--- src/rtl/pic_pkg.sv ---
// Package for the paired pad slice input capture cell
package pic_pkg;
    // Capture modes of the input path
    typedef enum logic [1:0]
    {
        PIC_MODE_BYPASS  = 2'h0,
        PIC_MODE_SDR     = 2'h1,
        PIC_MODE_DDR     = 2'h2,
        PIC_MODE_GEARBOX = 2'h3
    } pic_mode_type;

    // Register byte addresses
    localparam logic [3:0]  PIC_ADDR_CTRL   = 4'h0;
    localparam logic [3:0]  PIC_ADDR_DELAY  = 4'h4;
    localparam logic [3:0]  PIC_ADDR_OUT    = 4'h8;
    localparam logic [3:0]  PIC_ADDR_INDATA = 4'hC;

    // Writable bits per register
    localparam logic [15:0] PIC_MASK_CTRL  = 16'h01FF;
    localparam logic [15:0] PIC_MASK_DELAY = 16'h000F;
    localparam logic [15:0] PIC_MASK_OUT   = 16'h007F;

    // Reset values
    localparam logic [15:0] PIC_RST_CTRL  = 16'h0020;
    localparam logic [15:0] PIC_RST_DELAY = 16'h0000;
    localparam logic [15:0] PIC_RST_OUT   = 16'h0070;

    // Control register fields
    localparam int PIC_CTRL_MODE_LSB = 0;
    localparam int PIC_CTRL_DLY_EN   = 2;
    localparam int PIC_CTRL_DLY_DYN  = 3;
    localparam int PIC_CTRL_POL      = 4;
    localparam int PIC_CTRL_CE       = 5;
    localparam int PIC_CTRL_LSR      = 6;
    localparam int PIC_CTRL_DIFF     = 7;
    localparam int PIC_CTRL_OUT_DDR  = 8;

    // Output register fields
    localparam int PIC_OUT_A_RISE   = 0;
    localparam int PIC_OUT_A_FALL   = 1;
    localparam int PIC_OUT_B_RISE   = 2;
    localparam int PIC_OUT_B_FALL   = 3;
    localparam int PIC_OUT_TRI_SDR  = 4;
    localparam int PIC_OUT_TRI_RISE = 5;
    localparam int PIC_OUT_TRI_FALL = 6;

    // Delay line geometry
    localparam int         PIC_DLY_TAPS = 16;
    localparam logic [3:0] PIC_FIX_TAP  = 4'h3;
endpackage

--- src/rtl/pic_cell.sv ---
// Paired pad slice cell: pad drive, input delay and SDR/DDR/gearbox capture
//
// The implementer's own choices: register access over Wishbone and the register addresses.
`timescale 1ns/1ps

module pic_cell
    import pic_pkg::*;
#(
    parameter bit HAS_GEARBOX = 1'b1,
    parameter bit DIFF_OUT_OK = 1'b1
)
(
    input  wire logic        clk_i,
    input  wire logic        rst_i,
    input  wire logic        wb_cyc_i,
    input  wire logic        wb_stb_i,
    input  wire logic        wb_we_i,
    input  wire logic [3:0]  wb_adr_i,
    input  wire logic [3:0]  wb_sel_i,
    input  wire logic [31:0] wb_dat_i,
    output logic      [31:0] wb_dat_o,
    output logic             wb_ack_o,
    input  wire logic [1:0]  pad_in_data_i,
    input  wire logic        strobe_i,
    input  wire logic        global_set_reset_n_i,
    output logic      [1:0]  pad_out_o,
    output logic      [1:0]  pad_tristate_ctl_o,
    output logic      [1:0]  raw_in_to_core_o,
    output logic             in_clock_tap_o,
    output logic             strobe_delay_in_o,
    output logic      [1:0]  sdr_captured_in_o,
    output logic      [3:0]  ddr_captured_in_o,
    output logic      [1:0]  gearbox_pipe_rise_o,
    output logic      [1:0]  gearbox_pipe_fall_o
);

    ////////////////////////////////////////////////////////////////////////
    // Register file over the classic bus
    logic [15:0] ctrl;
    logic [15:0] dly_reg;
    logic [15:0] out_reg;
    logic [15:0] next_ctrl;
    logic [15:0] next_dly_reg;
    logic [15:0] next_out_reg;
    logic [31:0] next_dat;
    logic        next_ack;
    logic [15:0] lane;
    logic        wr;
    logic [11:0] in_status;

    assign lane = {{8{wb_sel_i[1]}}, {8{wb_sel_i[0]}}};
    assign wr   = wb_cyc_i & wb_stb_i & wb_we_i & ~wb_ack_o;

    // One wait state; unmapped reads return zero, writes are dropped
    always_comb
    begin
        next_ctrl    = ctrl;
        next_dly_reg = dly_reg;
        next_out_reg = out_reg;
        next_ack     = wb_cyc_i & wb_stb_i & ~wb_ack_o;
        next_dat     = 32'h00000000;
        if (wb_adr_i == PIC_ADDR_CTRL)
        begin
            next_dat = {16'h0000, ctrl};
            if (wr)
                next_ctrl = (ctrl & ~(lane & PIC_MASK_CTRL))
                          | (wb_dat_i[15:0] & lane & PIC_MASK_CTRL);
        end
        else if (wb_adr_i == PIC_ADDR_DELAY)
        begin
            next_dat = {16'h0000, dly_reg};
            if (wr)
                next_dly_reg = (dly_reg & ~(lane & PIC_MASK_DELAY))
                             | (wb_dat_i[15:0] & lane & PIC_MASK_DELAY);
        end
        else if (wb_adr_i == PIC_ADDR_OUT)
        begin
            next_dat = {16'h0000, out_reg};
            if (wr)
                next_out_reg = (out_reg & ~(lane & PIC_MASK_OUT))
                             | (wb_dat_i[15:0] & lane & PIC_MASK_OUT);
        end
        else if (wb_adr_i == PIC_ADDR_INDATA)
            next_dat = {20'h00000, in_status};
    end

    // Bus registers
    always_ff @(posedge clk_i)
    begin
        if (rst_i)
        begin
            ctrl     <= PIC_RST_CTRL;
            dly_reg  <= PIC_RST_DELAY;
            out_reg  <= PIC_RST_OUT;
            wb_ack_o <= 1'b0;
            wb_dat_o <= 32'h00000000;
        end
        else
        begin
            ctrl     <= next_ctrl;
            dly_reg  <= next_dly_reg;
            out_reg  <= next_out_reg;
            wb_ack_o <= next_ack;
            wb_dat_o <= next_dat;
        end
    end

    ////////////////////////////////////////////////////////////////////////
    // Control decode
    pic_mode_type mode;
    logic         ce;
    logic         pol;
    logic         diff;
    logic         clr;

    assign mode = pic_mode_type'(ctrl[PIC_CTRL_MODE_LSB +: 2]);
    assign ce   = ctrl[PIC_CTRL_CE];
    assign pol  = ctrl[PIC_CTRL_POL];
    assign diff = ctrl[PIC_CTRL_DIFF];

    ////////////////////////////////////////////////////////////////////////
    // Pin synchronisers; first stages feed only the second stages
    logic [1:0] pad_m;
    logic [1:0] pad_s;
    logic       stb_m;
    logic       stb_s;
    logic       stb_d;
    logic       gsr_m;
    logic       gsr_s;
    logic       rise_ev;
    logic       fall_ev;

    always_ff @(posedge clk_i)
    begin
        if (rst_i)
        begin
            pad_m <= 2'h0;
            pad_s <= 2'h0;
            stb_m <= 1'b0;
            stb_s <= 1'b0;
            stb_d <= 1'b0;
            gsr_m <= 1'b1;
            gsr_s <= 1'b1;
        end
        else
        begin
            pad_m <= pad_in_data_i;
            pad_s <= pad_m;
            stb_m <= strobe_i;
            stb_s <= stb_m;
            stb_d <= stb_s;
            gsr_m <= global_set_reset_n_i;
            gsr_s <= gsr_m;
        end
    end

    // Strobe edges seen by the system clock
    assign rise_ev = stb_s & ~stb_d;
    assign fall_ev = ~stb_s & stb_d;
    // Local or global set/reset clears the data flops
    assign clr = ctrl[PIC_CTRL_LSR] | ~gsr_s;

    ////////////////////////////////////////////////////////////////////////
    // Per slice: delay line, SDR and DDR capture
    logic [1:0] dly_out;
    logic [1:0] rise_q;
    logic [1:0] fall_q;

    generate
        for (genvar s = 0; s < 2; s++)
        begin : g_slice
            logic [PIC_DLY_TAPS-1:0] line;
            logic [PIC_DLY_TAPS-1:0] next_line;
            logic                    src;
            logic                    next_rise;
            logic                    next_fall;
            logic                    next_sdr;
            logic [1:0]              next_ddr;

            // A joined pair listens to its true pad only
            assign src = (s == 1 && diff) ? pad_s[0] : pad_s[s];

            // Delay taps in system clock steps; code 0 is one cycle
            always_comb
            begin
                next_line = {line[PIC_DLY_TAPS-2:0], src};
                if (!ctrl[PIC_CTRL_DLY_EN])
                    dly_out[s] = src;
                else if (ctrl[PIC_CTRL_DLY_DYN])
                    dly_out[s] = line[dly_reg[3:0]];
                else
                    dly_out[s] = line[PIC_FIX_TAP];
            end

            // Capture next values, gated by enable
            always_comb
            begin
                next_rise = rise_q[s];
                next_fall = fall_q[s];
                next_sdr  = sdr_captured_in_o[s];
                next_ddr  = ddr_captured_in_o[2*s +: 2];
                if (clr)
                begin
                    next_rise = 1'b0;
                    next_fall = 1'b0;
                    next_sdr  = 1'b0;
                    next_ddr  = 2'h0;
                end
                else if (ce)
                begin
                    if (mode == PIC_MODE_SDR)
                        next_sdr = dly_out[s];
                    if (rise_ev)
                        next_rise = dly_out[s];
                    if (fall_ev)
                        next_fall = dly_out[s];
                    // Pair leaves on the fall edge or the next rise edge
                    if (mode == PIC_MODE_DDR && !pol && fall_ev)
                        next_ddr = {dly_out[s], rise_q[s]};
                    if (mode == PIC_MODE_DDR && pol && rise_ev)
                        next_ddr = {fall_q[s], rise_q[s]};
                end
            end

            // Slice registers
            always_ff @(posedge clk_i)
            begin
                if (rst_i)
                begin
                    line                      <= '0;
                    rise_q[s]                 <= 1'b0;
                    fall_q[s]                 <= 1'b0;
                    sdr_captured_in_o[s]      <= 1'b0;
                    ddr_captured_in_o[2*s+:2] <= 2'h0;
                end
                else
                begin
                    line                      <= next_line;
                    rise_q[s]                 <= next_rise;
                    fall_q[s]                 <= next_fall;
                    sdr_captured_in_o[s]      <= next_sdr;
                    ddr_captured_in_o[2*s+:2] <= next_ddr;
                end
            end
        end
    endgenerate

    ////////////////////////////////////////////////////////////////////////
    // Gearbox: two strobe periods of the true pad become four streams
    logic       gb_ph;
    logic       gb_r0;
    logic       gb_f0;
    logic       next_gb_ph;
    logic       next_gb_r0;
    logic       next_gb_f0;
    logic [1:0] next_gb_rise;
    logic [1:0] next_gb_fall;

    always_comb
    begin
        next_gb_ph   = gb_ph;
        next_gb_r0   = gb_r0;
        next_gb_f0   = gb_f0;
        next_gb_rise = gearbox_pipe_rise_o;
        next_gb_fall = gearbox_pipe_fall_o;
        if (clr || !HAS_GEARBOX || mode != PIC_MODE_GEARBOX)
        begin
            next_gb_ph   = 1'b0;
            next_gb_r0   = 1'b0;
            next_gb_f0   = 1'b0;
            next_gb_rise = clr || !HAS_GEARBOX ? 2'h0 : next_gb_rise;
            next_gb_fall = clr || !HAS_GEARBOX ? 2'h0 : next_gb_fall;
        end
        else if (ce && fall_ev)
        begin
            next_gb_ph = ~gb_ph;
            if (!gb_ph)
            begin
                next_gb_r0 = rise_q[0];
                next_gb_f0 = dly_out[0];
            end
            else
            begin
                next_gb_rise = {rise_q[0], gb_r0};
                next_gb_fall = {dly_out[0], gb_f0};
            end
        end
    end

    // Gearbox registers
    always_ff @(posedge clk_i)
    begin
        if (rst_i)
        begin
            gb_ph               <= 1'b0;
            gb_r0               <= 1'b0;
            gb_f0               <= 1'b0;
            gearbox_pipe_rise_o <= 2'h0;
            gearbox_pipe_fall_o <= 2'h0;
        end
        else
        begin
            gb_ph               <= next_gb_ph;
            gb_r0               <= next_gb_r0;
            gb_f0               <= next_gb_f0;
            gearbox_pipe_rise_o <= next_gb_rise;
            gearbox_pipe_fall_o <= next_gb_fall;
        end
    end

    ////////////////////////////////////////////////////////////////////////
    // Pad drive and bypass taps
    logic       out_ph;
    logic       next_out_ph;
    logic [1:0] next_pad;
    logic [1:0] next_oe;
    logic       tri_v;

    // DDR output alternates halves per enabled system clock cycle
    always_comb
    begin
        next_out_ph = ce ? ~out_ph : out_ph;
        tri_v = out_reg[PIC_OUT_TRI_SDR];
        if (ctrl[PIC_CTRL_OUT_DDR])
            tri_v = out_ph ? out_reg[PIC_OUT_TRI_FALL]
                           : out_reg[PIC_OUT_TRI_RISE];
        next_pad[0] = out_reg[PIC_OUT_A_FALL];
        next_pad[1] = out_reg[PIC_OUT_B_FALL];
        if (ctrl[PIC_CTRL_OUT_DDR] && !out_ph)
        begin
            next_pad[0] = out_reg[PIC_OUT_A_RISE];
            next_pad[1] = out_reg[PIC_OUT_B_RISE];
        end
        // Complement pad drives the inverse of the true pad only where allowed
        if (diff && DIFF_OUT_OK)
            next_pad[1] = ~next_pad[0];
        next_oe = {2{~tri_v}};
        if (clr)
        begin
            next_out_ph = 1'b0;
            next_pad    = 2'h0;
            next_oe     = 2'h0;
        end
        else if (!ce)
        begin
            next_pad = pad_out_o;
            next_oe  = pad_tristate_ctl_o;
        end
    end

    // Output and bypass registers; bypass ignores mode and enable
    always_ff @(posedge clk_i)
    begin
        if (rst_i)
        begin
            out_ph             <= 1'b0;
            pad_out_o          <= 2'h0;
            pad_tristate_ctl_o <= 2'h0;
            raw_in_to_core_o   <= 2'h0;
            in_clock_tap_o     <= 1'b0;
            strobe_delay_in_o  <= 1'b0;
        end
        else
        begin
            out_ph             <= next_out_ph;
            pad_out_o          <= next_pad;
            pad_tristate_ctl_o <= next_oe;
            raw_in_to_core_o   <= pad_s;
            in_clock_tap_o     <= pad_s[0];
            strobe_delay_in_o  <= pad_s[0];
        end
    end

    assign in_status = {gearbox_pipe_fall_o, gearbox_pipe_rise_o,
                        ddr_captured_in_o, sdr_captured_in_o,
                        raw_in_to_core_o};

    ////////////////////////////////////////////////////////////////////////
    // Checks
    property p_sdr;
        @(posedge clk_i) disable iff (rst_i)
        (mode == PIC_MODE_SDR && ce && !clr) |=>
            sdr_captured_in_o[0] == $past(dly_out[0]);
    endproperty
    a_sdr: assert property (p_sdr)
        else $error("SDR capture missed");

    property p_rise;
        @(posedge clk_i) disable iff (rst_i)
        (rise_ev && ce && !clr) |=> rise_q[0] == $past(dly_out[0]);
    endproperty
    a_rise: assert property (p_rise)
        else $error("Rise capture missed");

    property p_pair_fall;
        @(posedge clk_i) disable iff (rst_i)
        (mode == PIC_MODE_DDR && !pol && fall_ev && ce && !clr) |=>
            ddr_captured_in_o[1:0] == {$past(dly_out[0]), $past(rise_q[0])};
    endproperty
    a_pair_fall: assert property (p_pair_fall)
        else $error("DDR pair split");

    property p_pol_hold;
        @(posedge clk_i) disable iff (rst_i)
        (mode == PIC_MODE_DDR && pol && !rise_ev && !clr) |=>
            $stable(ddr_captured_in_o);
    endproperty
    a_pol_hold: assert property (p_pol_hold)
        else $error("DDR retime on wrong edge");

    property p_ce;
        @(posedge clk_i) disable iff (rst_i)
        (!ce && !clr) |=> $stable(pad_out_o) && $stable(rise_q);
    endproperty
    a_ce: assert property (p_ce)
        else $error("Enable ignored");

    property p_gsr;
        @(posedge clk_i) disable iff (rst_i)
        !gsr_s |=> pad_tristate_ctl_o == 2'h0 && ddr_captured_in_o == 4'h0;
    endproperty
    a_gsr: assert property (p_gsr)
        else $error("Global reset ignored");

    property p_gb;
        @(posedge clk_i) disable iff (rst_i)
        ((!HAS_GEARBOX || mode != PIC_MODE_GEARBOX) && !clr) |=>
            $stable(gearbox_pipe_rise_o) && $stable(gearbox_pipe_fall_o);
    endproperty
    a_gb: assert property (p_gb)
        else $error("Gearbox output on plain edge");

    property p_raw;
        @(posedge clk_i) disable iff (rst_i)
        ##1 raw_in_to_core_o == $past(pad_s, 1);
    endproperty
    a_raw: assert property (p_raw)
        else $error("Bypass path stale");

    property p_diff;
        @(posedge clk_i) disable iff (rst_i)
        (diff && DIFF_OUT_OK && ce && !clr) |=> pad_out_o[1] != pad_out_o[0];
    endproperty
    a_diff: assert property (p_diff)
        else $error("Complement pad not inverted");

endmodule

--- config.mk ---
export PLATFORM = sky130hd
export DESIGN_NAME = pic_cell
export DESIGN_NICKNAME = d
export VERILOG_FILES = /design/src/rtl/pic_pkg.sv /design/src/rtl/pic_cell.sv
export SDC_FILE = /design/constraint.sdc
export NUM_CORES = 1
export LEC_CHECK = 0
export ABC_AREA = 1
export BUFFER_PORTS_ARGS = -buffer_cell sky130_fd_sc_hd__buf_4
export CORE_MARGIN = 2
export CORE_UTILIZATION = 45
export DETAILED_ROUTE_END_ITERATION = 10
export GPL_ROUTABILITY_DRIVEN = 0
export PLACE_DENSITY_LB_ADDON = 0.1
export SLEW_MARGIN = 20
export SYNTH_ARGS = -nofsm -noshare
export SYNTH_HDL_FRONTEND = slang
export SYNTH_SLANG_ARGS = --single-unit
--- constraint.sdc ---
create_clock -name clk_i -period 1.4 [get_ports clk_i]
set_input_delay 0.07 -clock clk_i [delete_from_list [all_inputs] [get_ports clk_i]]
set_output_delay 0.07 -clock clk_i [all_outputs]
set_load 0.01 [all_outputs]
# Word-level counts from Yosys, hierarchy flattened
# Cells that the tools add are included.
[word_totals]
wordCells = 121
inputBits = 49
regBits = 146
[op_classes]
mux = 28
eq_ne = 7
magnitude_cmp = 1
n_bitwise = 27
n_reduce_logical = 25
[ops]
columns = ["operator", "count"]
rows = [
  ["$and A16 B16 Y16", 3],
  ["$mux W16", 3],
  ["$mux W2", 12],
  ["$not A4 Y16", 1],
  ["$not A7 Y16", 1],
  ["$not A9 Y16", 1],
  ["$or A16 B4 Y16", 1],
  ["$or A16 B7 Y16", 1],
  ["$or A16 B9 Y16", 1],
  ["$mux W12", 1],
  ["$reduce_and A2 Y1", 6],
  ["$mux W1", 10],
  ["$not A1 Y1", 10],
  ["$and A9 B9 Y9", 1],
  ["$bmux W1 S4", 2],
  ["$eq A4 B4 Y1 const B", 2],
  ["$and A1 B1 Y1", 6],
  ["$logic_and A1 B1 Y1", 6],
  ["$reduce_and A3 Y1", 2],
  ["$reduce_bool A2 Y1", 3],
  ["$lt A4 B5 Y1 const B", 1],
  ["$eq A4 B3 Y1 const B", 1],
  ["$logic_not A4 Y1", 1],
  ["$ne A2 B2 Y1 const B", 2],
  ["8 further kinds", 10],
]

# Logic depth before layout (Yosys ltp)
[depth]
word_depth = 7
depth_mapped = 11
mapped_depth_nobuf = 10

# Worst setup path after synthesis
# Ideal clock, no wire load.
[synth_path]
path_kind = "register -> register"
start = "reg wb_ack_o"
end = "reg with a tool-made name"
required_ns = 1.280
arrival_ns = 1.246
setup_ns = 0.120
stages_incl_launch_ff = 10
slack_ns = 0.034
path_cell_list = "dfxtp_1 nor2_1 nand2_1 nor2_1 nand2_1 nor2_2 inv_2 buf_2 o21ai_1 a21oi_1"
[synth_lines]
columns = ["item", "line_no", "text"]
rows = [
  ["start, declared", "pic_cell.sv:22", "output logic wb_ack_o,"],
  ["start signal, assigned", "pic_cell.sv:103", "wb_ack_o <= next_ack;"],
]

==> summary.txt <==
Finish
  • Final Cell Area: 0.00489 mm2
  • ANT cells: 0
  • Final nets: 648
  • Layout cells sized above 1: 0.235
  • Final Util: 0.589
  • Area grow syn2layout: 25.3%
  • Final std cells w/o fill: 708

Timing
  • Hold WS: between 0.004 and 0.005 ns
  • Worst rel slew slack: 0.653
  • Setup Skew: 0.00991 ns
  • Slew at the pin closest to its max-slew limit: ~0.52 ns
  • Setup TNS: 0 ns
  • RSZ-0062 raised after global routing: true
  • Slew Viols, Final: 0
  • Final hold violations: 0
  • # setup viols final: 0
  • Tcrit/Tclk final: 0.982
  • Max Clock Freq: 727 MHz
  • Fin crit period: 1.37 ns

Worst setup path
  • CP Class: flip-flop to flip-flop
  • Setup crit start kind: flip-flop
  • Critical path arrival: 1.64 ns
  • Worst Setup End Kind: flip-flop
  • Critical path required time: 1.67 ns
  • Largest fanout on the critical path: 6

Drt
  • Vias: roughly 3400
  • Remaining antenna violation count: 0
  • Wire per inst: 12.8 um
  • WL final: ~9000 um
  • Drt via density: 4.74
  • 1st-iter DRT viols: 154
  • Residual DRC: 0
  • DRT Pass-1 Iters: 5

Power and ir drop
  • Internal Power: 3.74 mW
  • Sw Ratio: 0.225
  • Combinational share of power: 0.063
  • Sequential share of power: 0.574
  • Switching pwr: between 1 and 1.5 mW
  • Maximum VDD drop: around 0.54 mV
  • Static leakage: 2.14 nW
  • Clock share of power: 0.363
  • Power Dens Cells: 987 mW/mm2

CTS
  • Total CTS buffers: 9
  • CTS tree: yes
  • CTS root buf: clkbuf_8
  • H-tree level count: 3
  • Skew-Pair Late Insertion Delay: between 0.3 and 0.4 ns
  • CTS max path bufs: 2
  • CTS sink count: 96
  • Clk slew on worst S/H paths: 0.09 ns

Place
  • Port Buffers: 54
  • Placed cells: 678
  • Placed cell area: 0.00441 mm2
  • DP Wirelength: 6620 um

Synth
  • Mapped Cells: between 500 and 600
  • Post-synthesis sequential area ratio: 0.492
  • Synth Register Bits: 96
  • Synth Cell Area: slightly below 0.004 mm2
  • Unique masters post-synth: 37
  • Syn Area/Cell: 7.56 um2
  • Synth Warn #: 0

Global route
  • Total GRT Usage: 0.193
  • Total grt overflow: 0
  • Number of global-route vias before repair: 3125
  • Largest net degree at the start of global routing: 39
  • First-pass GRT wire length: 14800 um
  • Number of antenna violations at the first check in global routing: 0

Floorplanning
  • Initial Util: 0.470
  • IO Pins: 100
  • Die area: 0.00943 mm2
  • Num rows: 33
  • Chip Height: 97.1 um
  • Core ar.: 0.00830 mm2
  • Overall die width: between 90 and 100 um

Flow run
  • Max-cap violations: 0

Min path
  • Hold crit path type: input port to flip-flop

Status
  • Status: completed
==> cell type report <==
cell class	instances	area, um2
fillers	798	3410
flip-flops and latches	96	1930
multi-input cells	316	1580
repair buffers	90	723
inverters	86	335
clock buffers	12	145
well taps	105	131
clock inverters	3	42.5
==> power by group through the flow <==
stage | Combinational, mW | Clock, mW | Sequential (mW)
after CTS | 0.290 | 1.81 | 2.77
final | 0.305 | 1.75 | 2.77
after global routing | 0.337 | 1.92 | 2.77
after global placement | 0.257 | 0 | 2.83
after detailed placement | 0.259 | 0 | 2.84
after floorplan | 0.186 | 0 | 2.83
==> logic make-up (layout without fill, tap and decap cells) <==
family / Yosys count / after routing / synth area share
AOI/OAI and AO/OA: 93 / 93 / 0.131
xor gates and xnor gates: 1 / 1 / 0.00224
buffers and inverters: 123 / 191 / 0.149
DFF: 96 / 96 / 0.492
other: 1 / 20 / 0.000961
and+or+nand+nor: 202 / 202 / 0.224
==> stage by stage <==
stage,worst slack (ns),power (mW)
6_report,0.0250,4.83
5_1_grt,-0.118,5.03
4_1_cts,0.0141,4.87
3_5_place_dp,-0.103,3.09
3_3_place_gp,-0.0531,3.09
2_1_floorplan,0.0343,3.02
==> cell usage in the layout, fill, tap and decap left out, types with 6 or more instances in the layout <==
cell / count
nand2_1: 75
inv_2: 6
buf_4: 73
inv_1: 76
nand2_2: 6
clkbuf_8: 10
a21oi_1: 38
o21ai_1: 15
dlygate4sd3_1: 13
dfxtp_1: 93
nand3_1: 29
o21ai_0: 22
conb_1: 20
nand3_2: 6
nor2_1: 67
==> timing repair <==
item / in CTS / in global routing
endpoints found under the setup margin: 16 / 31
setup buffers: 1 / 1
pin swaps: 3 / 12
endpoints found under the hold margin: 16 / 1
hold buffers: 12 / 1
gates resized for setup: 11 / 36
==> routing by layer <==
layer | global-route usage | wire (um) | vias up | share of wire
met5 | 0 | 0 | - | 0
met1 | 0.275 | 4320 | 1527 | 0.48
met3 | 0.0367 | 522 | 12 | 0.058
met4 | 0.0628 | 119 | 0 | 0.013
met2 | 0.297 | 4080 | 86 | 0.45
li1 | - | - | 1731 | -
==> synthesized netlist by cell type <==
cell type	number	share of area
buf_2	4	0.0051
dfxtp_1	96	0.49
clkinv_4	1	0.0022
nor2_2	4	0.0064
a41oi_1	1	0.0022
a21oi_2	1	0.0022
a21oi_1	42	0.054
or2_4	1	0.0022
a211oi_1	1	0.0019
clkbuf_1	6	0.0058
nand2_1	81	0.078
nor2_4	2	0.0058
o21ai_0	28	0.036
conb_1	1	0.00096
xnor2_1	1	0.0022
nor3_1	1	0.0013
a221oi_1	3	0.0067
or2_2	3	0.0048
inv_2	6	0.0058
nand3_1	34	0.044
o31ai_2	1	0.0032
nor3_2	1	0.0026
o21ai_1	11	0.014
a211oi_2	1	0.0032
nand2_2	2	0.0032
o21bai_1	2	0.0038
nand3_2	1	0.0026
buf_4	23	0.044
nor2_1	70	0.067
nor4_2	1	0.0032
clkinv_1	1	0.00096
buf_6	2	0.0058
o211ai_1	2	0.0038
clkbuf_8	1	0.0035
nand2_4	1	0.0029
inv_1	78	0.075
buf_1	1	0.00096
==> critical path: stages, from the launching register on <==
cell      delay, ns
dfxtp_4        0.40
buf_6          0.13
nand2_1        0.05
nand3_1        0.10
nand3_2        0.09
nand3_2        0.08
nand3_1        0.08
nand2_2        0.08
nand2_4        0.08
o21bai_1       0.14
inv_1          0.05
==> path summary, 6_finish.rpt <==
| kind | start | endpoint | slack, ns | depth (start not counted) |
|---|---|---|---|---|
| hold reg to reg | pad_m[1] | pad_s[1] | 0.41 | 2 |
| hold / removal | wb_dat_i[1] | flip-flop | 0.005 | 3 |
| setup / recovery | flip-flop | fall_q[0] | 0.03 | 10 |
| setup reg to reg | flip-flop | fall_q[0] | 0.03 | 10 |
Note: power is estimated with default switching activity, not from simulation.
